==> config.mk <==
export PLATFORM = sky130hd
export DESIGN_NAME = servo_alarm_supervisor
export DESIGN_NICKNAME = d
export VERILOG_FILES = /design/src/servo_alarm_pkg.sv /design/src/servo_alarm_supervisor.sv
export SDC_FILE = /design/constraint.sdc
export NUM_CORES = 1
export LEC_CHECK = 0
export BUFFER_PORTS_ARGS = -buffer_cell sky130_fd_sc_hd__buf_2
export CAP_MARGIN = 15
export CELL_PAD_IN_SITES_DETAIL_PLACEMENT = 0
export CELL_PAD_IN_SITES_GLOBAL_PLACEMENT = 1
export CORE_ASPECT_RATIO = 0.8
export CORE_MARGIN = 1.5
export CORE_UTILIZATION = 25
export CTS_BUF_LIST = sky130_fd_sc_hd__clkbuf_16
export CTS_CLUSTER_SIZE = 16
export DETAILED_ROUTE_END_ITERATION = 6
export GPL_TIMING_DRIVEN = 0
export PLACE_DENSITY_LB_ADDON = 0.12
export REMOVE_ABC_BUFFERS = 1
export SLEW_MARGIN = 10
export SYNTH_ARGS = -nofsm -noshare
export SYNTH_HDL_FRONTEND = slang
export SYNTH_SLANG_ARGS = --single-unit
==> constraint.sdc <==
create_clock -name i_ref_clk -period 10.1 [get_ports i_ref_clk]
set_input_delay 0.505 -clock i_ref_clk [delete_from_list [all_inputs] [get_ports i_ref_clk]]
set_output_delay 0.505 -clock i_ref_clk [all_outputs]
set_load 0.01 [all_outputs]
==> src/servo_alarm_pkg.sv <==
package servo_alarm_pkg;
	// ------------------------------------------------------------
	// Clock, line rate and lamp timing
	// ------------------------------------------------------------
	localparam int CLK_HZ = 125000000;
	localparam int BAUD = 38400;
	localparam int BIT_CYC = CLK_HZ / BAUD; // 3255 cycles a bit
	localparam logic [11:0] BIT_LAST = 12'(BIT_CYC - 1);
	localparam logic [11:0] HALF_LAST = 12'(BIT_CYC / 2 - 1);
	localparam int FLASH_MS = 250; // Lamp half period
	localparam int FLASH_CYC = (CLK_HZ / 1000) * FLASH_MS;
	localparam logic [4:0] ON_RANGE = 5'h10; // In-position window
	// ------------------------------------------------------------
	// Register offsets and reset values
	// ------------------------------------------------------------
	localparam logic [7:0] OFF_STATUS = 8'h00;
	localparam logic [7:0] OFF_CONFIG = 8'h04;
	localparam logic [7:0] OFF_IRQ_ST = 8'h08;
	localparam logic [7:0] OFF_IRQ_MASK = 8'h0c;
	localparam logic [7:0] OFF_POS_ERR = 8'h10;
	localparam logic [7:0] CFG_RESET = 8'h00;
	// Config fields
	localparam int CFG_ABS = 2;
	localparam int CFG_MODE_LO = 3;
	localparam int CFG_EN = 6;
	// Irq status bits
	localparam int IRQ_ALARM = 0;
	localparam int IRQ_REJECT = 1;
	localparam int IRQ_MOVE = 2;
	// Command sources
	localparam logic [2:0] SRC_SERIAL = 3'h0;
	localparam logic [2:0] SRC_PULSE_DIR = 3'h1;
	localparam logic [2:0] SRC_CW_CCW = 3'h2;
	localparam logic [2:0] SRC_ANALOG = 3'h4;
	// ------------------------------------------------------------
	// Serial function codes
	// ------------------------------------------------------------
	typedef enum logic [4:0] {
		FN_SET_ORIGIN = 5'h00, FN_GO_ABS = 5'h01, FN_LINE = 5'h02,
		FN_GO_REL = 5'h03, FN_ARC = 5'h04, FN_SET_CFG = 5'h07,
		FN_READ_CFG = 5'h08, FN_READ_STATUS = 5'h09, FN_CONST = 5'h0a,
		FN_SQUARE = 5'h0b, FN_SINE = 5'h0c, FN_SWEEP = 5'h0d,
		FN_READ_POS = 5'h0e
	} func_t;
	// UART states, Gray along the frame
	typedef enum logic [1:0] {
		U_IDLE = 2'h0, U_START = 2'h1, U_DATA = 2'h3, U_STOP = 2'h2
	} uart_st_t;
endpackage

==> src/servo_alarm_supervisor.sv <==
`timescale 1ns/1ps
// Function
// - Latch five separate protection alarms
// - Flash lamp while any alarm active
// - Alarm drops motor power and servo loop
// - Status reads still served during alarm
// - Alarm discards all motion, error frozen
// - Alarms clear only at power-up reset
// - Serial port always active after power-on
// - Non-serial source: serial motion rejected
// - Host initiates, device only replies
// - New serial target retargets at once
// - Readable status: alarm, busy, inpos, enable
// - Readable, writable configuration byte
// - Report 16-bit single, 32-bit multi-turn
// - Start constant, square, sine profiles
// - Point moves, 3-axis line and arc
// - 38400 8N1, reply bytes back to back
// - No acknowledge, act on request directly
module servo_alarm_supervisor #(
	parameter int FLASH_CYCLES = servo_alarm_pkg::FLASH_CYC
) (
	input wire logic i_ref_clk,
	input wire logic i_sys_rst,
	// Fault detector pins: volt, temp, phase, power, current
	input wire logic [4:0] i_fault,
	// Serial pins
	input wire logic i_rxd,
	output logic o_txd,
	output logic [7:0] o_rx_byte,
	output logic o_rx_valid,
	// Decoded request from packet layer
	input wire logic i_req_valid,
	input wire logic [4:0] i_req_func,
	input wire logic [31:0] i_req_data,
	// Pulse and analog command sources
	input wire logic i_step_valid,
	input wire logic i_step_dir,
	input wire logic i_analog_valid,
	input wire logic [15:0] i_analog_delta,
	// Encoder position
	input wire logic [15:0] i_enc_single,
	input wire logic [31:0] i_enc_multi,
	// Register port
	input wire logic [7:0] i_addr,
	input wire logic [31:0] i_wdata,
	input wire logic i_wr,
	input wire logic i_rd,
	output logic [31:0] o_rdata,
	// Drive outputs
	output logic o_lamp,
	output logic o_motor_pwr_en,
	output logic o_servo_loop_en,
	output logic [4:0] o_alarm,
	output logic [31:0] o_pos_err,
	output logic [31:0] o_target,
	output logic o_move_start,
	output logic [4:0] o_move_kind,
	output logic [31:0] o_move_data,
	output logic [2:0] o_move_axes,
	output logic o_irq
);
	// ------------------------------------------------------------
	// State
	// ------------------------------------------------------------
	typedef struct packed {
		logic [4:0] fault_s1; // First sync stage
		logic [4:0] fault_s2; // Second sync stage
		logic [4:0] alarm; // Latched alarms
		logic rx_s1;
		logic rx_s2;
		logic [7:0] cfg;
		logic [31:0] target;
		logic [31:0] pos_err;
		logic [2:0] irq_st;
		logic [2:0] irq_mask;
		logic [31:0] rdata;
		logic [31:0] lamp_cnt;
		logic lamp;
		servo_alarm_pkg::uart_st_t rx_st;
		logic [11:0] rx_cnt;
		logic [2:0] rx_bit;
		logic [7:0] rx_sh;
		logic rx_v;
		servo_alarm_pkg::uart_st_t tx_st;
		logic [11:0] tx_cnt;
		logic [2:0] tx_bit;
		logic [7:0] tx_sh;
		logic [31:0] tx_buf; // Pending reply bytes, low first
		logic [2:0] tx_left;
		logic txd;
		logic mv;
		logic [4:0] mv_kind;
		logic [31:0] mv_data;
		logic [2:0] mv_axes;
	} state_t;

	state_t s_reg;
	state_t s_next;

	// Helper views of the current state
	logic any_alarm;
	logic enabled;
	logic [2:0] src;
	logic busy;
	logic in_pos;
	logic [31:0] err_abs;
	logic [7:0] status_word;
	logic is_motion;
	logic [2:0] ev;
	logic [31:0] new_target;

	assign any_alarm = |s_reg.alarm;
	assign enabled = s_reg.cfg[servo_alarm_pkg::CFG_EN];
	assign src = s_reg.cfg[servo_alarm_pkg::CFG_MODE_LO +: 3];
	assign err_abs = s_reg.pos_err[31] ? 32'(-s_reg.pos_err) : s_reg.pos_err;
	assign in_pos = err_abs <= 32'(servo_alarm_pkg::ON_RANGE);
	assign busy = !in_pos && enabled && !any_alarm;
	// Status byte: alarm, busy, in-position, enable, alarm bits
	assign status_word = {any_alarm, busy, in_pos, enabled, 4'h0} | {3'h0, s_reg.alarm};

	// Motion class of the incoming function
	always_comb begin
		case (i_req_func)
			servo_alarm_pkg::FN_SET_ORIGIN, servo_alarm_pkg::FN_GO_ABS,
			servo_alarm_pkg::FN_LINE, servo_alarm_pkg::FN_GO_REL,
			servo_alarm_pkg::FN_ARC, servo_alarm_pkg::FN_CONST,
			servo_alarm_pkg::FN_SQUARE, servo_alarm_pkg::FN_SINE,
			servo_alarm_pkg::FN_SWEEP: begin
				is_motion = 1'b1;
			end
			default: begin
				is_motion = 1'b0;
			end
		endcase
	end

	// ------------------------------------------------------------
	// Next state
	// ------------------------------------------------------------
	always_comb begin
		s_next = s_reg;
		ev = 3'h0;
		new_target = s_reg.target;
		s_next.mv = 1'b0;
		s_next.rx_v = 1'b0;
		// Fault pins through two flops, then latched for good
		s_next.fault_s1 = i_fault;
		s_next.fault_s2 = s_reg.fault_s1;
		s_next.alarm = s_reg.alarm | s_reg.fault_s2;
		ev[servo_alarm_pkg::IRQ_ALARM] = |(s_reg.fault_s2 & ~s_reg.alarm);
		// Lamp toggles each half period while alarmed
		if (any_alarm) begin
			if (s_reg.lamp_cnt == 32'(FLASH_CYCLES - 1)) begin
				s_next.lamp_cnt = 32'h0;
				s_next.lamp = !s_reg.lamp;
			end else begin
				s_next.lamp_cnt = s_reg.lamp_cnt + 32'h1;
			end
		end
		// Pulse and analog sources, dropped while alarmed
		if (!any_alarm && enabled) begin
			if ((src == servo_alarm_pkg::SRC_PULSE_DIR || src == servo_alarm_pkg::SRC_CW_CCW)
				&& i_step_valid) begin
				s_next.pos_err = i_step_dir ? s_reg.pos_err - 32'h1 : s_reg.pos_err + 32'h1;
			end else if (src == servo_alarm_pkg::SRC_ANALOG && i_analog_valid) begin
				s_next.pos_err = s_reg.pos_err + {{16{i_analog_delta[15]}}, i_analog_delta};
			end
		end
		// Serial requests, acted on with no acknowledge
		if (i_req_valid) begin
			if (is_motion) begin
				if (any_alarm) begin
					// Discarded silently
				end else if (src != servo_alarm_pkg::SRC_SERIAL) begin
					ev[servo_alarm_pkg::IRQ_REJECT] = 1'b1;
				end else begin
					s_next.mv = 1'b1;
					s_next.mv_kind = i_req_func;
					s_next.mv_data = i_req_data;
					s_next.mv_axes = i_req_data[2:0];
					ev[servo_alarm_pkg::IRQ_MOVE] = 1'b1;
					case (i_req_func)
						servo_alarm_pkg::FN_SET_ORIGIN: begin
							new_target = 32'h0;
							s_next.pos_err = 32'h0;
						end
						servo_alarm_pkg::FN_GO_ABS, servo_alarm_pkg::FN_LINE,
						servo_alarm_pkg::FN_ARC: begin
							new_target = i_req_data;
							s_next.pos_err = i_req_data - i_enc_multi;
						end
						servo_alarm_pkg::FN_GO_REL: begin
							new_target = s_reg.target + i_req_data;
							s_next.pos_err = new_target - i_enc_multi;
						end
						default: begin
							new_target = s_reg.target;
						end
					endcase
					s_next.target = new_target;
				end
			end else if (i_req_func == servo_alarm_pkg::FN_SET_CFG) begin
				s_next.cfg = i_req_data[7:0];
			end else if (s_reg.tx_left == 3'h0 && s_reg.tx_st == servo_alarm_pkg::U_IDLE) begin
				// Reads are served in alarm too
				case (i_req_func)
					servo_alarm_pkg::FN_READ_STATUS: begin
						s_next.tx_buf = {24'h0, status_word};
						s_next.tx_left = 3'h1;
					end
					servo_alarm_pkg::FN_READ_CFG: begin
						s_next.tx_buf = {24'h0, s_reg.cfg};
						s_next.tx_left = 3'h1;
					end
					servo_alarm_pkg::FN_READ_POS: begin
						if (i_req_data[0]) begin
							s_next.tx_buf = i_enc_multi;
							s_next.tx_left = 3'h4;
						end else begin
							s_next.tx_buf = {16'h0, i_enc_single};
							s_next.tx_left = 3'h2;
						end
					end
					default: begin
						s_next.tx_left = 3'h0;
					end
				endcase
			end
		end
		// Receiver, always running
		s_next.rx_s1 = i_rxd;
		s_next.rx_s2 = s_reg.rx_s1;
		case (s_reg.rx_st)
			servo_alarm_pkg::U_IDLE: begin
				if (!s_reg.rx_s2) begin
					s_next.rx_st = servo_alarm_pkg::U_START;
					s_next.rx_cnt = servo_alarm_pkg::HALF_LAST;
				end
			end
			servo_alarm_pkg::U_START: begin
				if (s_reg.rx_cnt != 12'h0) begin
					s_next.rx_cnt = s_reg.rx_cnt - 12'h1;
				end else if (s_reg.rx_s2) begin
					s_next.rx_st = servo_alarm_pkg::U_IDLE; // Glitch
				end else begin
					s_next.rx_st = servo_alarm_pkg::U_DATA;
					s_next.rx_cnt = servo_alarm_pkg::BIT_LAST;
					s_next.rx_bit = 3'h0;
				end
			end
			servo_alarm_pkg::U_DATA: begin
				if (s_reg.rx_cnt != 12'h0) begin
					s_next.rx_cnt = s_reg.rx_cnt - 12'h1;
				end else begin
					s_next.rx_sh = {s_reg.rx_s2, s_reg.rx_sh[7:1]};
					s_next.rx_cnt = servo_alarm_pkg::BIT_LAST;
					s_next.rx_bit = s_reg.rx_bit + 3'h1;
					if (s_reg.rx_bit == 3'h7) begin
						s_next.rx_st = servo_alarm_pkg::U_STOP;
					end
				end
			end
			servo_alarm_pkg::U_STOP: begin
				if (s_reg.rx_cnt != 12'h0) begin
					s_next.rx_cnt = s_reg.rx_cnt - 12'h1;
				end else begin
					s_next.rx_st = servo_alarm_pkg::U_IDLE;
					s_next.rx_v = s_reg.rx_s2; // Framing error drops byte
				end
			end
			default: begin
				s_next.rx_st = servo_alarm_pkg::U_IDLE;
			end
		endcase
		// Transmitter, reply bytes back to back
		case (s_reg.tx_st)
			servo_alarm_pkg::U_IDLE: begin
				s_next.txd = 1'b1;
				if (s_reg.tx_left != 3'h0) begin
					s_next.tx_st = servo_alarm_pkg::U_START;
					s_next.tx_cnt = servo_alarm_pkg::BIT_LAST;
					s_next.tx_sh = s_reg.tx_buf[7:0];
					s_next.tx_buf = {8'h0, s_reg.tx_buf[31:8]};
					s_next.tx_left = s_reg.tx_left - 3'h1;
					s_next.txd = 1'b0;
				end
			end
			servo_alarm_pkg::U_START: begin
				if (s_reg.tx_cnt != 12'h0) begin
					s_next.tx_cnt = s_reg.tx_cnt - 12'h1;
				end else begin
					s_next.tx_st = servo_alarm_pkg::U_DATA;
					s_next.tx_cnt = servo_alarm_pkg::BIT_LAST;
					s_next.tx_bit = 3'h0;
					s_next.txd = s_reg.tx_sh[0];
				end
			end
			servo_alarm_pkg::U_DATA: begin
				if (s_reg.tx_cnt != 12'h0) begin
					s_next.tx_cnt = s_reg.tx_cnt - 12'h1;
				end else begin
					s_next.tx_cnt = servo_alarm_pkg::BIT_LAST;
					s_next.tx_bit = s_reg.tx_bit + 3'h1;
					s_next.tx_sh = {1'b0, s_reg.tx_sh[7:1]};
					if (s_reg.tx_bit == 3'h7) begin
						s_next.tx_st = servo_alarm_pkg::U_STOP;
						s_next.txd = 1'b1;
					end else begin
						s_next.txd = s_reg.tx_sh[1];
					end
				end
			end
			servo_alarm_pkg::U_STOP: begin
				if (s_reg.tx_cnt != 12'h0) begin
					s_next.tx_cnt = s_reg.tx_cnt - 12'h1;
				end else if (s_reg.tx_left != 3'h0) begin
					s_next.tx_st = servo_alarm_pkg::U_START;
					s_next.tx_cnt = servo_alarm_pkg::BIT_LAST;
					s_next.tx_sh = s_reg.tx_buf[7:0];
					s_next.tx_buf = {8'h0, s_reg.tx_buf[31:8]};
					s_next.tx_left = s_reg.tx_left - 3'h1;
					s_next.txd = 1'b0;
				end else begin
					s_next.tx_st = servo_alarm_pkg::U_IDLE;
				end
			end
			default: begin
				s_next.tx_st = servo_alarm_pkg::U_IDLE;
			end
		endcase
		// Register writes; bus wins over serial config
		if (i_wr) begin
			case (i_addr)
				servo_alarm_pkg::OFF_CONFIG: begin
					s_next.cfg = i_wdata[7:0];
				end
				servo_alarm_pkg::OFF_IRQ_ST: begin
					s_next.irq_st = s_reg.irq_st & ~i_wdata[2:0];
				end
				servo_alarm_pkg::OFF_IRQ_MASK: begin
					s_next.irq_mask = i_wdata[2:0];
				end
				default: begin
					s_next.irq_mask = s_reg.irq_mask;
				end
			endcase
		end
		// New events win over a same-cycle clear
		s_next.irq_st = s_next.irq_st | ev;
		// Read data one cycle after the strobe
		s_next.rdata = 32'h0;
		if (i_rd) begin
			case (i_addr)
				servo_alarm_pkg::OFF_STATUS: s_next.rdata = {24'h0, status_word};
				servo_alarm_pkg::OFF_CONFIG: s_next.rdata = {24'h0, s_reg.cfg};
				servo_alarm_pkg::OFF_IRQ_ST: s_next.rdata = {29'h0, s_reg.irq_st};
				servo_alarm_pkg::OFF_IRQ_MASK: s_next.rdata = {29'h0, s_reg.irq_mask};
				servo_alarm_pkg::OFF_POS_ERR: s_next.rdata = s_reg.pos_err;
				default: s_next.rdata = 32'h0;
			endcase
		end
	end

	// ------------------------------------------------------------
	// State register
	// ------------------------------------------------------------
	always_ff @(posedge i_ref_clk or posedge i_sys_rst) begin
		if (i_sys_rst) begin
			s_reg <= '0;
			s_reg.rx_s1 <= 1'b1;
			s_reg.rx_s2 <= 1'b1;
			s_reg.txd <= 1'b1;
			s_reg.cfg <= servo_alarm_pkg::CFG_RESET;
		end else begin
			s_reg <= s_next;
		end
	end

	// Outputs
	assign o_txd = s_reg.txd;
	assign o_rx_byte = s_reg.rx_sh;
	assign o_rx_valid = s_reg.rx_v;
	assign o_rdata = s_reg.rdata;
	assign o_lamp = s_reg.lamp;
	assign o_motor_pwr_en = enabled && !any_alarm;
	assign o_servo_loop_en = enabled && !any_alarm;
	assign o_alarm = s_reg.alarm;
	assign o_pos_err = s_reg.pos_err;
	assign o_target = s_reg.target;
	assign o_move_start = s_reg.mv;
	assign o_move_kind = s_reg.mv_kind;
	assign o_move_data = s_reg.mv_data;
	assign o_move_axes = s_reg.mv_axes;
	assign o_irq = |(s_reg.irq_st & s_reg.irq_mask);

	// ------------------------------------------------------------
	// Assertions
	// ------------------------------------------------------------
	property p_alarm_latch;
		@(posedge i_ref_clk) disable iff (i_sys_rst)
		s_reg.fault_s2[0] |=> s_reg.alarm[0] [*8];
	endproperty
	a_alarm_latch: assert property (p_alarm_latch) else $error("alarm not latched");

	property p_lamp_dark;
		@(posedge i_ref_clk) disable iff (i_sys_rst)
		!any_alarm |-> !o_lamp;
	endproperty
	a_lamp_dark: assert property (p_lamp_dark) else $error("lamp lit without alarm");

	property p_power_off;
		@(posedge i_ref_clk) disable iff (i_sys_rst)
		any_alarm |-> !o_motor_pwr_en && !o_servo_loop_en;
	endproperty
	a_power_off: assert property (p_power_off) else $error("motor powered in alarm");

	property p_err_frozen;
		@(posedge i_ref_clk) disable iff (i_sys_rst)
		any_alarm |=> $stable(s_reg.pos_err) && !o_move_start;
	endproperty
	a_err_frozen: assert property (p_err_frozen) else $error("command taken in alarm");

	property p_alarm_sticky;
		@(posedge i_ref_clk) disable iff (i_sys_rst)
		s_reg.alarm != 5'h0 |=> (s_reg.alarm & $past(s_reg.alarm)) == $past(s_reg.alarm);
	endproperty
	a_alarm_sticky: assert property (p_alarm_sticky) else $error("alarm cleared");

	property p_reject;
		@(posedge i_ref_clk) disable iff (i_sys_rst)
		i_req_valid && is_motion && !any_alarm && src != servo_alarm_pkg::SRC_SERIAL
		|=> !o_move_start && s_reg.irq_st[servo_alarm_pkg::IRQ_REJECT];
	endproperty
	a_reject: assert property (p_reject) else $error("motion not rejected");

	property p_retarget;
		@(posedge i_ref_clk) disable iff (i_sys_rst)
		i_req_valid && i_req_func == servo_alarm_pkg::FN_GO_ABS && !any_alarm
		&& src == servo_alarm_pkg::SRC_SERIAL |=> o_target == $past(i_req_data) && o_move_start;
	endproperty
	a_retarget: assert property (p_retarget) else $error("target not updated");

	property p_tx_quiet;
		@(posedge i_ref_clk) disable iff (i_sys_rst)
		s_reg.tx_st == servo_alarm_pkg::U_IDLE && s_reg.tx_left == 3'h0 && !i_req_valid
		|=> s_reg.tx_st == servo_alarm_pkg::U_IDLE && o_txd;
	endproperty
	a_tx_quiet: assert property (p_tx_quiet) else $error("unsolicited transmit");

	property p_read_data;
		@(posedge i_ref_clk) disable iff (i_sys_rst)
		i_rd && i_addr == servo_alarm_pkg::OFF_CONFIG |=> o_rdata == {24'h0, $past(s_reg.cfg)};
	endproperty
	a_read_data: assert property (p_read_data) else $error("config read wrong");

	c_alarm: cover property (@(posedge i_ref_clk) disable iff (i_sys_rst) $rose(any_alarm));
	c_move: cover property (@(posedge i_ref_clk) disable iff (i_sys_rst) o_move_start);
	c_reply: cover property (@(posedge i_ref_clk) disable iff (i_sys_rst)
		s_reg.tx_st == servo_alarm_pkg::U_STOP ##1 s_reg.tx_st == servo_alarm_pkg::U_START);
	c_rx: cover property (@(posedge i_ref_clk) disable iff (i_sys_rst) o_rx_valid);
endmodule

==> results, run 1 <==
- For this run, the leading register cell type out of synthesis is dfrtp_1.
- Cells fill 28.8% of the core in the end.
- The library cell appearing most often on the critical path is a21o_1.
- The x dimension of the die is 328 um.
- The tree built by TritonCTS fans out to 285 sinks.
- In the final routed layout, each cell accounts on average for 20.7 um.
- The worst-case IR drop observed on VDD is 0.110 mV.
- Static timing analysis puts the maximum clock frequency at 170 MHz.
- The placed instance area is 22800 um^2.
- The total setup violations reported at the end of the flow is 0.
- The standard-cell row count is 95.
- The design area is 24200 um^2.
- The worst register-to-register path begins at o_target[4].
- The number of max-capacitance violations reported is 0.
- The clock-pin slew on the worst setup and hold paths is 0.06 ns.
- The area share of the leading cell type in the synthesized netlist is 33.4%.
- The clock insertion delay at the later pin of the skew report is 0.59 ns.
- The number of nets in the finished design is 2942.
- The flip-flop count of the largest register, all copies and words added is 128.
- Of all cell types, the one taking the most synthesized area is dfrtp_1.
- The cell count after placement is 3716.
- The largest single stage delay on the critical path is 0.63 ns.
- For this design the top-level I/O count stands at 311.
- The critical path starts at i_req_data[0].
- The compound-gate portion of the synthesized area is 20.9%.
- The count of cells in the finished layout, fillers not included, comes to 3797.
- From bottom edge to top edge, the die measures 263 um.
- The half-perimeter wire length after placement is 60400 um.
- Counting every instance in the synthesized netlist gives 2536.
- Summing the areas of all fa, ha and maj instances in the mapped netlist gives 8.25% of the synthesized area.
- Summing every instance area after synthesis gives 21100 um^2.
- Data arrives at the worst endpoint at 6.33 ns.
- The CTS buffer count is 40.
- The area of the core is 83800 um^2.
- The run finished with clean final reports.
- The remaining max-slew budget at the tightest pin is 22.1%.
- For this run, asynchronously set or reset flops after synthesis account for 100%.
- Along the worst path, the maximum fanout reaches 23.
- The warning count from the yosys run is 0.
- The share of the synthesized netlist area taken by xor and xnor gates is 5.85%.
- The sequential element share of the synthesized area is 33.8%.
- The number of inserted filler cells in the final layout is 9022.
- Once detail routing completed, the nets flagged for antenna violations numbered 0.
- The startpoint identified for the worst hold timing path is i_wdata[7].
- The area growth from synthesis to layout is 14.4%.
- The category of the worst setup path launch point is an input pin.
- The global route total overflow is 0.
- The number of buffers inserted by port buffering is 286.
- The number of design rule violations left after detail routing is 0.
- The data required time at the worst endpoint is 10.57 ns.
- The number of global-route vias before repair is 18400.
- The number of unique standard cell types used by synthesis is 90.
- The floorplan step defined a die boundary enclosing 86200 um^2.
- The critical path is of the input pin to flip-flop type.
- For the final database, setup skew stands at 0.0255 ns.
- The gate family responsible for the most delay along the worst path is compound AO/OA/AOI/OAI gates.
- After synthesis, the cell types taking the most area are dfrtp_1 33%, ha_1 7.8%, nand2_1 6.3%.
- For this run, the detailed router's first-pass iteration total came to 6.
- Setup repair after global routing left no endpoint under its margin.
- The number of register bits inferred by synthesis is 285.
- After detailed routing, the number of vias per cell comes to 4.96.
- Across every metal layer, demand over resource in global routing totals 17.9%.
- The largest family of logic cells by synthesized area is compound AO/OA/AOI/OAI gates.
- The worst hold path class is input pin to flip-flop.
- The number of hold-slack violations in the final timing report is 0.
- Summing the areas of all and, or, nand and nor instances in the mapped netlist gives 19.6% of the synthesized area.
- After synthesis, the share of cell area in mux cells is 2.88%.
- The total number of H-tree levels is 2.
- The initial antenna violation count was 8.
- Traced cell by cell, the critical path runs through buf_2, ha_1, fa_1, a21o_1, o2bb2ai_1, o211ai_1, o311ai_0, clkbuf_2, a21o_1, a211oi_1, nor3_1, a21o_1, ha_1, nand2_1, a21oi_1, a211oi_1, a2111oi_0, o41ai_1, nand2b_1, a21oi_1, o21bai_1, xnor2_1, o22ai_1.
- The number of slew-limit violations in the final report came to 0.
- The final worst-path cycle share is 58.1%.
- The clock passes through at most 3 buffers.
- The count of buffer and inverter cells on the critical path is 2.
- The share of final-layout standard cells stronger than drive strength 1 is 15.7%.
- In the final layout, the multi-input gates occupy 12200 um^2.
- The initial utilization of the core area, before any placement, comes to 25.2%.
- The congestion estimate from routability-driven global placement came to 0.857.
- The DRC violation total after the first TritonRoute iteration is 1262.
- The number of enable-type register cells in the synthesized netlist is 0.
- The number of setup buffers added after CTS is 0.
- The cell with the largest stage delay on the worst path is o41ai_1.
- Across the whole layout, storage elements account for 7140 um^2.
- The category of the worst setup path capture point is a flip-flop.
- Detailed routing inserted a total of 18800 vias.
- Dividing total power by cell area gives a power density of 138 nW/um^2.
- The pin count of the biggest net entering global routing is 95.
- The global-route wire length before repair is 118000 um.
- The buffer cell driving the clock tree root is clkbuf_16.
- The mean instance size in the synthesized netlist is 8.33 um^2.
- The detailed-route wire length is 78600 um.
- For the finished layout, the period the worst path requires is 5.87 ns.
- At the pin with the least slew margin, the transition time is 1.17 ns.
- The analysis attributes to cell leakage a power of 11.9 nW.
- The TritonCTS clock tree is done.
-- worst min-delay path: cells and delay by family --
family                 cells  cell delay, ns
buffers and inverters      1            0.07
AND/OR/NAND/NOR            1            0.04
AO/OA/AOI/OAI              1            0.07
-- metrics by stage --
stage | hold WS [ns] | setup TNS [ns] | worst slack (ns) | total power, mW
2_1_floorplan | 0.331 | 0 | 1.74 | 1.67
3_5_place_dp | 0.336 | 0 | 3.19 | 1.92
5_1_grt | 0.109 | 0 | 3.75 | 3.52
6_report | 0.135 | 0 | 4.23 | 3.32
4_1_cts | 0.0785 | 0 | 3.78 | 3.40
3_3_place_gp | 0.334 | -866.72 | -3.06 | 1.91
-- power breakdown --
part	leakage, nW	total [mW]	internal (mW)	switching [mW]
logic	7.52	0.643	0.253	0.390
clock network	0.641	1.43	0.824	0.604
registers	3.71	1.25	1.19	0.0679
total	11.9	3.32	2.26	1.06
-- logic make-up (layout without fill, tap and decap cells) --
kind of cell	after synthesis	after routing
simple gates	897	897
other cells	0	2
fa+ha+maj	137	137
buf+inv	331	475
flops	285	285
xor+xnor	141	141
mux	59	59
compound gates	686	686
-- worst paths after layout --
kind / end / slack, ns / cells past startpoint
max in group asynchronous: o_move_data[20] / 8.08 / 6
min reg2reg: s_reg[281] / 0.35 / 0
max reg2reg: o_pos_err[28] / 4.24 / 21
max: o_pos_err[28] / 4.23 / 23
min in group asynchronous: o_alarm[3] / 0.42 / 3
min: s_reg[270] / 0.13 / 3
-- placed cells by master, fill, tap and decap left out, types with 45 or more instances in the layout --
| cell type | synthesis | routed |
|---|---|---|
| xor2_1 | 61 | 61 |
| inv_1 | 85 | 91 |
| a21o_1 | 50 | 50 |
| dfrtp_1 | 282 | 282 |
| o21ai_0 | 145 | 144 |
| nand2_1 | 357 | 357 |
| xnor2_1 | 80 | 80 |
| a21oi_1 | 192 | 192 |
| nor2_1 | 222 | 221 |
| ha_1 | 132 | 132 |
| buf_2 | 1 | 286 |
| nor3_1 | 53 | 50 |
| mux2i_1 | 45 | 45 |
-- Yosys cell counts (33+ instances only) --
cell,n
nand2_1,357
dfrtp_1,282
nor2_1,222
a21oi_1,192
buf_4,153
o21ai_0,145
ha_1,132
inv_1,85
xnor2_1,80
clkbuf_1,75
xor2_1,61
nor3_1,53
a21o_1,50
mux2i_1,45
and3_1,44
nand3_1,44
a22oi_1,37
o22ai_1,33
-- cell type report --
type	instances	share of cell area, %
clock buffer	40	4.14
inverter	86	1.37
sequential	285	29.5
multi-input combinational	1920	50.4
clock inverter	31	1.11
tap	1115	5.77
timing repair buffer	318	7.62
antenna	2	0.0207
-- timing repair --
item,CTS,global route
endpoints found under the hold margin,31,0
hold buffers,7,0
gates resized for setup,0,0
-- layer usage --
| metal | vias to the layer above | track usage, % | share of wire, % |
|---|---|---|---|
| met5 | - | 0 | 0.062 |
| li1 | 9176 | - | - |
| met4 | 8 | 3.74 | 1.6 |
| met3 | 72 | 3.42 | 5.2 |
| met2 | 408 | 26.0 | 42 |
| met1 | 9152 | 26.9 | 51 |
No activity file was read; power rests on OpenSTA's default activity.
==> run 2, diff against run 1 <==
--- a/config.mk
+++ b/config.mk
@@ -5,6 +5,7 @@
 export SDC_FILE = /design/constraint.sdc
 export NUM_CORES = 1
 export LEC_CHECK = 0
+export ABC_AREA = 1
 export BUFFER_PORTS_ARGS = -buffer_cell sky130_fd_sc_hd__buf_2
 export CAP_MARGIN = 15
 export CELL_PAD_IN_SITES_DETAIL_PLACEMENT = 0
==> constraint.sdc (replaced) <==
create_clock -name i_ref_clk -period 5.1 [get_ports i_ref_clk]
set_input_delay 0.255 -clock i_ref_clk [delete_from_list [all_inputs] [get_ports i_ref_clk]]
set_output_delay 0.255 -clock i_ref_clk [all_outputs]
set_load 0.01 [all_outputs]
==> run 2 against run 1 <==
  * Global-route usage increased by 3.2 points
  * Hold slack got worse by 0.10 ns
  * Clock skew decreased by 0.0065 ns
  * Register-to-register slack got worse by 4.0 ns
  * Critical path depth decreased by 3
  * Wire length increased by 31%
  * Power increased by 97%
  * Synthesized cell count increased by 35%
  * Utilization increased by 0.18 points
  * Sequential power increased by 97%
  * Die area increased by 11%
==> results, run 2 <==
- The flow ran to the end, and the final reports show no timing, DRC or antenna violations.
- The die covers 95600 um^2.
- Global routing used 21.0% of the available tracks.
- For this design the static power due to leakage is 13.9 nW.
- Once placement completed, the tool counted placed cells totaling 4743.
- The critical path runs through a total of 20 cells.
- Timing would allow up to 206 MHz.
- Row generation in the floorplan step produced 100 rows.
- The DRC violation total after the first TritonRoute iteration is 1641.
- The data required time at the worst endpoint is 5.54 ns.
- In this run the tool buffered the top-level ports with 286 buffer cells.
- In this run, distinct cell masters in the synthesized netlist total 68.
- After routing the design area is 27000 um^2.
- Setup repair after global routing left no endpoint under its margin.
- The arrival time at the worst endpoint is 5.29 ns.
- Counting flops with an async set or reset pin after synthesis yields a share of 100%.
- The clock sink total is 285.
- The average routed wire per standard cell is 21.2 um.
- The clock skew is 0.0190 ns.
- The number of global-route vias before repair is 22600.
- The initial core utilization is 25.2%.
- The post-synthesis share of cell area spent on full adders, half adders and majority gates is 7.39%.
- The vias after detailed routing is 23300.
- In the post-synthesis netlist, the biggest area contributors are dfrtp_1 30%, nand2_1 13%, inv_1 7.1%.
- On the critical path, the stage with the largest delay is an instance of ha_1.
- After Yosys synthesis, and, or, nand and nor cells account for 28.2% of the synthesized area.
- The most critical setup path has its endpoint at o_pos_err[28].
- The critical path is of the flip-flop to flip-flop type.
- The synthesized design contains 0 enable-type register cells.
- The number of hold-slack violations in the final timing report was 0.
- The number of cells traversed by the worst register-to-register path is 20.
- The synthesized netlist devotes 1.53% of its cell area to XOR and XNOR gates.
- The ratio of total power to cell area is 243 nW/um^2.
- TritonCTS built the clock tree.
- The sum of negative setup slack is 0 ns.
- The sequential element share of the synthesized area is 30.4%.
- The share of final-layout standard cells stronger than drive strength 1 is 12.9%.
- After synthesis, the largest area contributor takes up 30.1% of total cell area.
- The pin count of the biggest net entering global routing is 79.
- The total area inside the core boundary comes to 93000 um^2.
- Summing all placed instances gives a cell area of 25300 um^2.
- The final RePlAce weighted congestion is 0.889.
- After detailed routing, the number of vias per cell comes to 4.80.
- Counting every instance in the synthesized netlist gives 3433.
- The flip-flop count of the largest register, all copies and words added is 128.
- The signal on the critical path passes through ha_1, inv_1, o21ai_2, inv_1, o21ai_2, nand3_1, nand3_1, a21oi_1, o21ai_1, o21ai_0, ha_1, nand2_1, o21ai_0, inv_1, o221ai_1, a21oi_1, o21ai_1, a21oi_2, o21ai_1, nand2_1.
- The clock insertion delay at the later pin of the skew report is 0.59 ns.
- The routed design could run at a clock period as short as 4.85 ns.
- The longest clock path from root to sink contains 3 buffers.
- The number of nets still failing antenna checks after routing is 0.
- The global-route wire length before repair is 152000 um.
- Counting flops and latches in the post-synthesis netlist gives 285.
- The half-perimeter wire length after placement is 82600 um.
- The category of the worst setup path capture point is a flip-flop.
- Averaged over all synthesized cells, the footprint is 6.83 um^2.
- The warning count from the yosys run is 0.
- The remaining max-slew budget at the tightest pin is 29.7%.
- The compound-gate portion of the synthesized area is 18.6%.
- The global route total overflow is 0.
- The floorplan die height is 277 um.
- The buffer cell driving the clock tree root is clkbuf_16.
- Across all register-to-register paths, the minimum setup slack is 0.25 ns.
- The number of slew-limit violations in the final report is 0.
- The tightest min-delay check is of the input pin to flip-flop type.
- The overall power of the completed layout is 6.56 mW.
- Leaving out filler cells and counting taps, the final layout contains 4859.
- Across the run, the number of max-cap violations was 0.
- For this run, the slowest stage of the critical path takes 0.50 ns.
- The category of the worst setup path launch point is a flip-flop.
- The total setup violations reported at the end of the flow is 0.
- The leading cell type in the layout, fill and taps excluded is nand2_1.
- The startpoint of the worst-slack reg-to-reg timing path is o_target[3].
- Multiplexer cells account for 0.379% of the synthesized area.
- In this run the horizontal extent of the chip is 345 um.
- In the synthesized netlist the dominant register cell turns out to be dfrtp_1.
- In the finished design, the share of the clock period the worst path needs comes to 95.2%.
- Wires add up to 103000 um.
- After clock tree synthesis, the clock-pin slew on the worst setup and hold paths is 0.06 ns.
- The maximum fanout along the worst path is 6.
- After the last flow step, the layout net total stands at 3898.
- After synthesis, the most frequently instantiated cells are 791 x nand2_1, 441 x inv_1, 314 x o21ai_0, 286 x nor2_1, 282 x dfrtp_1.
- In this run the number of H-tree levels came out at 2.
- After synthesis, the largest family of logic cells by area is simple AND/OR/NAND/NOR gates.
- In this run the critical register-to-register path is captured at o_pos_err[28].
- In the layout the commonest cells are 791 x nand2_1, 448 x inv_1, 312 x o21ai_0, 286 x nor2_1, 286 x buf_2.
- The length of the first detailed-routing pass in iterations is 5.
- In this run, CTS created clock tree buffers numbering 39.
- The launch point of the critical path is o_target[3].
- IR analysis of the VDD net gives a maximum drop of 0.259 mV.
- The number of design rule violations left after detail routing is 0.
- For this design the top-level I/O count stands at 311.
- The relative area change from synthesis to final layout is 15.0%.
- The cell type with the largest total area after synthesis is dfrtp_1.
- The count of buffer and inverter cells on the critical path is 3.
- In this design, the largest share of critical-path delay is due to compound AO/OA/AOI/OAI gates.
- The mapped netlist covers 23400 um^2.
- The transition time at the pin with the least slew margin is 1.05 ns.
- The initial antenna violation count is 9.
- nand2_1 is the most common cell in the netlist.
-- run 2: stage by stage --
step	hold WS, ns	setup WS, ns	util (%)
after global routing	0.0146	0.0159	29.0
after detailed placement	0.335	-0.214	27.2
final	0.0316	0.245	29.0
after floorplan	0.259	-3.01	-
after global placement	0.334	-8.10	26.9
after CTS	0.000201	0.125	29.0
-- run 2: area by class of cell --
class / count / area [um^2]
Fill cell: 10400 / 66000
Multi-Input combinational cell: 2475 / 13200
Sequential cell: 285 / 7140
Timing Repair Buffer: 349 / 2170
Inverter: 457 / 1730
Tap cell: 1224 / 1530
Clock buffer: 39 / 976
Clock inverter: 29 / 248
Antenna cell: 1 / 2.50
-- run 2: worst min path at each step --
stage	from	to	slack [ns]	cells past startpoint
2_1_floorplan	i_rxd	s_next[271]	0.26	0
3_3_place_gp	s_next[282]	s_reg[282]	0.33	0
3_5_place_dp	s_next[279]	s_reg[279]	0.33	0
4_1_cts	i_req_valid	s_reg[198]	0.0002	3
5_1_grt	i_enc_multi[18]	s_reg[63]	0.01	3
6_report	i_req_data[20]	o_move_data[20]	0.03	3
-- run 2: cell families after synthesis --
logic type | count (synthesis)
buf+inv | 673
compound gates | 769
fa+ha+maj | 136
mux | 8
flops | 285
simple gates | 1521
xor+xnor | 41
-- run 2: what timing repair did --
item	CTS	global route
gates resized for setup	1	4
setup buffers	0	3
hold endpoints to repair	119	0
hold buffers	44	0
setup endpoints to repair	1	3
-- run 2: worst reg2reg max path: cells and delay by family, from the launching register on --
family | cells | cell delay, ns
AO/OA/AOI/OAI | 11 | 2.41
adder cells (fa/ha/maj) | 2 | 0.94
AND/OR/NAND/NOR | 4 | 0.52
buffers and inverters | 3 | 0.46
flip-flops | 1 | 0.39
-- run 2: metal layers --
layer	wire [um]	vias to the layer above	part of all wire [%]	GRT usage, %
li1	-	11600	-	-
met5	56	-	0.054	0
met1	53000	11100	52	32.0
met4	1070	10	1.0	2.80
met2	43000	565	42	31.5
met3	5780	67	5.6	3.37
-- run 2: power breakdown --
part	leakage (nW)	internal (mW)	switching [mW]
clock network	0.624	1.51	1.20
registers	3.61	2.35	0.116
logic	9.64	0.459	0.932
==> run 3, diff against run 2 <==
--- a/config.mk
+++ b/config.mk
@@ -5,8 +5,7 @@
 export SDC_FILE = /design/constraint.sdc
 export NUM_CORES = 1
 export LEC_CHECK = 0
-export ABC_AREA = 1
-export BUFFER_PORTS_ARGS = -buffer_cell sky130_fd_sc_hd__buf_2
+export ABC_AREA = 0
 export CAP_MARGIN = 15
 export CELL_PAD_IN_SITES_DETAIL_PLACEMENT = 0
 export CELL_PAD_IN_SITES_GLOBAL_PLACEMENT = 1
@@ -16,6 +15,7 @@
 export CTS_BUF_LIST = sky130_fd_sc_hd__clkbuf_16
 export CTS_CLUSTER_SIZE = 16
 export DETAILED_ROUTE_END_ITERATION = 6
+export DONT_BUFFER_PORTS = 1
 export GPL_TIMING_DRIVEN = 0
 export PLACE_DENSITY_LB_ADDON = 0.12
 export REMOVE_ABC_BUFFERS = 1
==> constraint.sdc (replaced) <==
create_clock -name i_ref_clk -period 4.9 [get_ports i_ref_clk]
set_input_delay 0.245 -clock i_ref_clk [delete_from_list [all_inputs] [get_ports i_ref_clk]]
set_output_delay 0.245 -clock i_ref_clk [all_outputs]
set_load 0.01 [all_outputs]
==> run 3 against run 2 <==
  * Wire length decreased by 20%
  * Setup slack lost 0.19 ns
  * Sequential share of layout area increased by 2.9 points
  * First-iteration DRC count down 18%
  * Critical endpoint unchanged
  * Largest cell class unchanged
  * Largest power group unchanged
  * Highest routed layer unchanged
==> results, run 3 (same netlist as run 1, synthesis figures left out) <==
- The flow ran to the end, and the final reports show no timing, DRC or antenna violations.
- The routed layout has 18300 vias.
- After detailed routing, the number of vias per cell comes to 5.07.
- The worst setup path is launched from a flip-flop.
- The number of slew-limit violations in the final report was 0.
- The clock passes through at most 3 buffers.
- The overall power of the completed layout is 7.04 mW.
- Clock tree synthesis selected as its root buffer the cell clkbuf_16.
- Of all nets on the critical path, the largest fanout is 6.
- The half-perimeter wire length after placement is 60600 um.
- The total setup violations reported at the end of the flow is 0.
- The global-route wire length before repair is 121000 um.
- The CTS buffer count is 40.
- The remaining max-slew budget at the tightest pin is 20.6%.
- Global routing consumed, on the met1 layer, 27.2% of the routing resources.
- At the pin with the least slew margin, the transition time is 1.19 ns.
- STA classifies the critical path endpoint as a flip-flop.
- Static timing analysis puts the maximum clock frequency at 206 MHz.
- The global router's overall resource usage is 18.6%.
- The number of hold-slack violations in the final timing report is 0.
- The worst path uses 98.9% of the clock period.
- Global routing consumed, on the met2 layer, 27.4% of the routing resources.
- The worst setup path is of the flip-flop to flip-flop kind.
- During placement, the flow inserted port buffers numbering 0.
- The worst setup slack before clock tree synthesis is -1.09 ns.
- Data on the critical path is required at its endpoint by 5.35 ns.
- The non-filler instance count after layout is 3607.
- In the layout the commonest cells are 350 x nand2_1, 279 x dfrtp_1, 218 x nor2_1, 181 x a21oi_1, 133 x o21ai_0.
- The filler cells instantiated in the layout total 8930.
- The x dimension of the die is 328 um.
- The pin count of the biggest net entering global routing is 102.
- The worst hold path class is input pin to flip-flop.
- The final RePlAce weighted congestion is 0.814.
- Once the floorplan was initialized, standard cells occupied 25.2% of the core.
- The number of global-route vias before repair is 17900.
- The number of max-capacitance violations reported is 0.
- In this run the vertical extent of the chip is 263 um.
- Clock-pin slew was measured on the worst setup and hold paths at 0.06 ns.
- The leading cell type in the layout, fill and taps excluded is nand2_1.
- The sequential standard cell area is 7140 um^2.
- Summing all multi-input logic gate instances after layout gives 12700 um^2.
- Setup slack closes at 0.0545 ns.
- Including well taps, the total number of placed cells is 3431.
- The worst hold slack is 0.0375 ns.
- The global route total overflow is 0.
- CTS built an H-tree with a depth of 2.
- The register with the most flip-flops in the layout has 128 of them.
- The share of final-layout standard cells stronger than drive strength 1 is 9.43%.
- The met3 track demand over resource in global routing is 4.54%.
- CTS saw 285 sinks.
- The clock insertion delay at the later pin of the skew report is 0.59 ns.
- The worst ir drop on vdd is 0.200 mV.
- The final layout contains 2751 nets.
- In this run the count of I/O pins placed on the die edge is 311.
- The number of nets still failing antenna checks after routing is 0.
- In this run the static leakage power is 11.1 nW.
- From synthesis to final layout, the design area changed by 15.0%.
- The average routed wire per standard cell is 22.8 um.
- The detailed-route wire length is 82400 um.
- At the end of the flow the core is filled with cells to 29.0%.
- The design area is 24300 um^2.
- The die covers 86200 um^2.
- The arrival time at the worst endpoint is 5.29 ns.
- The shortest clock period the worst path allows after layout is 4.85 ns.
- For this run, design rule violations remaining after detail routing come to 0.
- Setup repair after global routing could not meet its margin everywhere.
- The most used routing layer is met2.
- The area of the core is 83800 um^2.
- The standard-cell row count is 95.
- The first detailed-routing pass ran for 5 iterations.
- Dividing total power by cell area gives a power density of 290 nW/um^2.
- The sum of negative setup slack is 0 ns.
- The clock skew is 0.0242 ns.
- Summing all placed instances gives a cell area of 21400 um^2.
- The initial antenna violation count is 8.
- The TritonCTS clock tree is done.
- After the first detailed-routing iteration, the DRC count stood at 1340.
[run 3: cell count changes in the layout (fill, tap and decap cells not counted), moves of 39 or more]
cell / delta
xnor2_1: +64
nand3_1: -172
nand2_1: -441
nor2_1: -68
inv_1: -359
and3_1: +39
buf_2: -286
mux2i_1: +44
a21oi_1: -54
o21ai_0: -179
[run 3: final cells by class]
type                            instances  share of cell area, %
Clock inverter                         31                   1.27
Clock buffer                           42                   4.33
Tap cell                             1115                   5.75
Antenna cell                            1                 0.0103
Timing Repair Buffer                  127                   5.50
Inverter                               86                   1.37
Multi-Input combinational cell       1920                   52.4
Sequential cell                       285                   29.4
[run 3: final timing paths]
check	startpoint	to	slack, ns	cells after the start
worst max-delay path	o_target[0]	o_pos_err[28]	0.05	22
worst min-delay path	i_rd	o_rdata[3]	0.04	2
worst max register to register	o_target[0]	o_pos_err[28]	0.05	22
worst min register to register	s_next[281]	s_reg[281]	0.35	0
max in group asynchronous	i_sys_rst	o_move_data[20]	3.47	4
min in group asynchronous	i_sys_rst	s_next[280]	0.13	2
[run 3: where the power goes]
group          internal, mW  switching (mW)  total [mW]
sequential             2.44           0.178        2.62
combinational         0.547           0.764        1.31
clock                  1.87            1.24        3.11
total                  4.86            2.19        7.04
[run 3: what timing repair did]
item,CTS,global route
gates resized for setup,57,53
setup buffers,8,12
endpoints found under the hold margin,242,0
pin swaps,15,37
hold buffers,81,0
setup endpoints to repair,14,13
[run 3: worst max-delay path: stages, from the launching register on]
cell and delay [ns]:
dfrtp_2 0.47, ha_4 0.19, fa_2 0.39, a21o_1 0.24
o2bb2ai_4 0.18, o211ai_1 0.20, buf_4 0.18, o21ai_4 0.06
a21o_1 0.17, a21oi_2 0.13, xor2_1 0.17, nor2_1 0.08
a21o_1 0.24, ha_4 0.29, and3_4 0.19, a31oi_4 0.27
a211oi_4 0.12, o41ai_4 0.39, nand2b_1 0.11, a21oi_2 0.20
o21bai_1 0.11, xnor2_1 0.20, o22ai_1 0.10
[run 3: routing by layer]
layer,vias up,part of all wire (%),routed length [um]
li1,8797,-,-
met1,8956,50,40900
met2,452,42,34700
met3,86,6.6,5460
met4,10,1.6,1310
met5,-,0.084,69
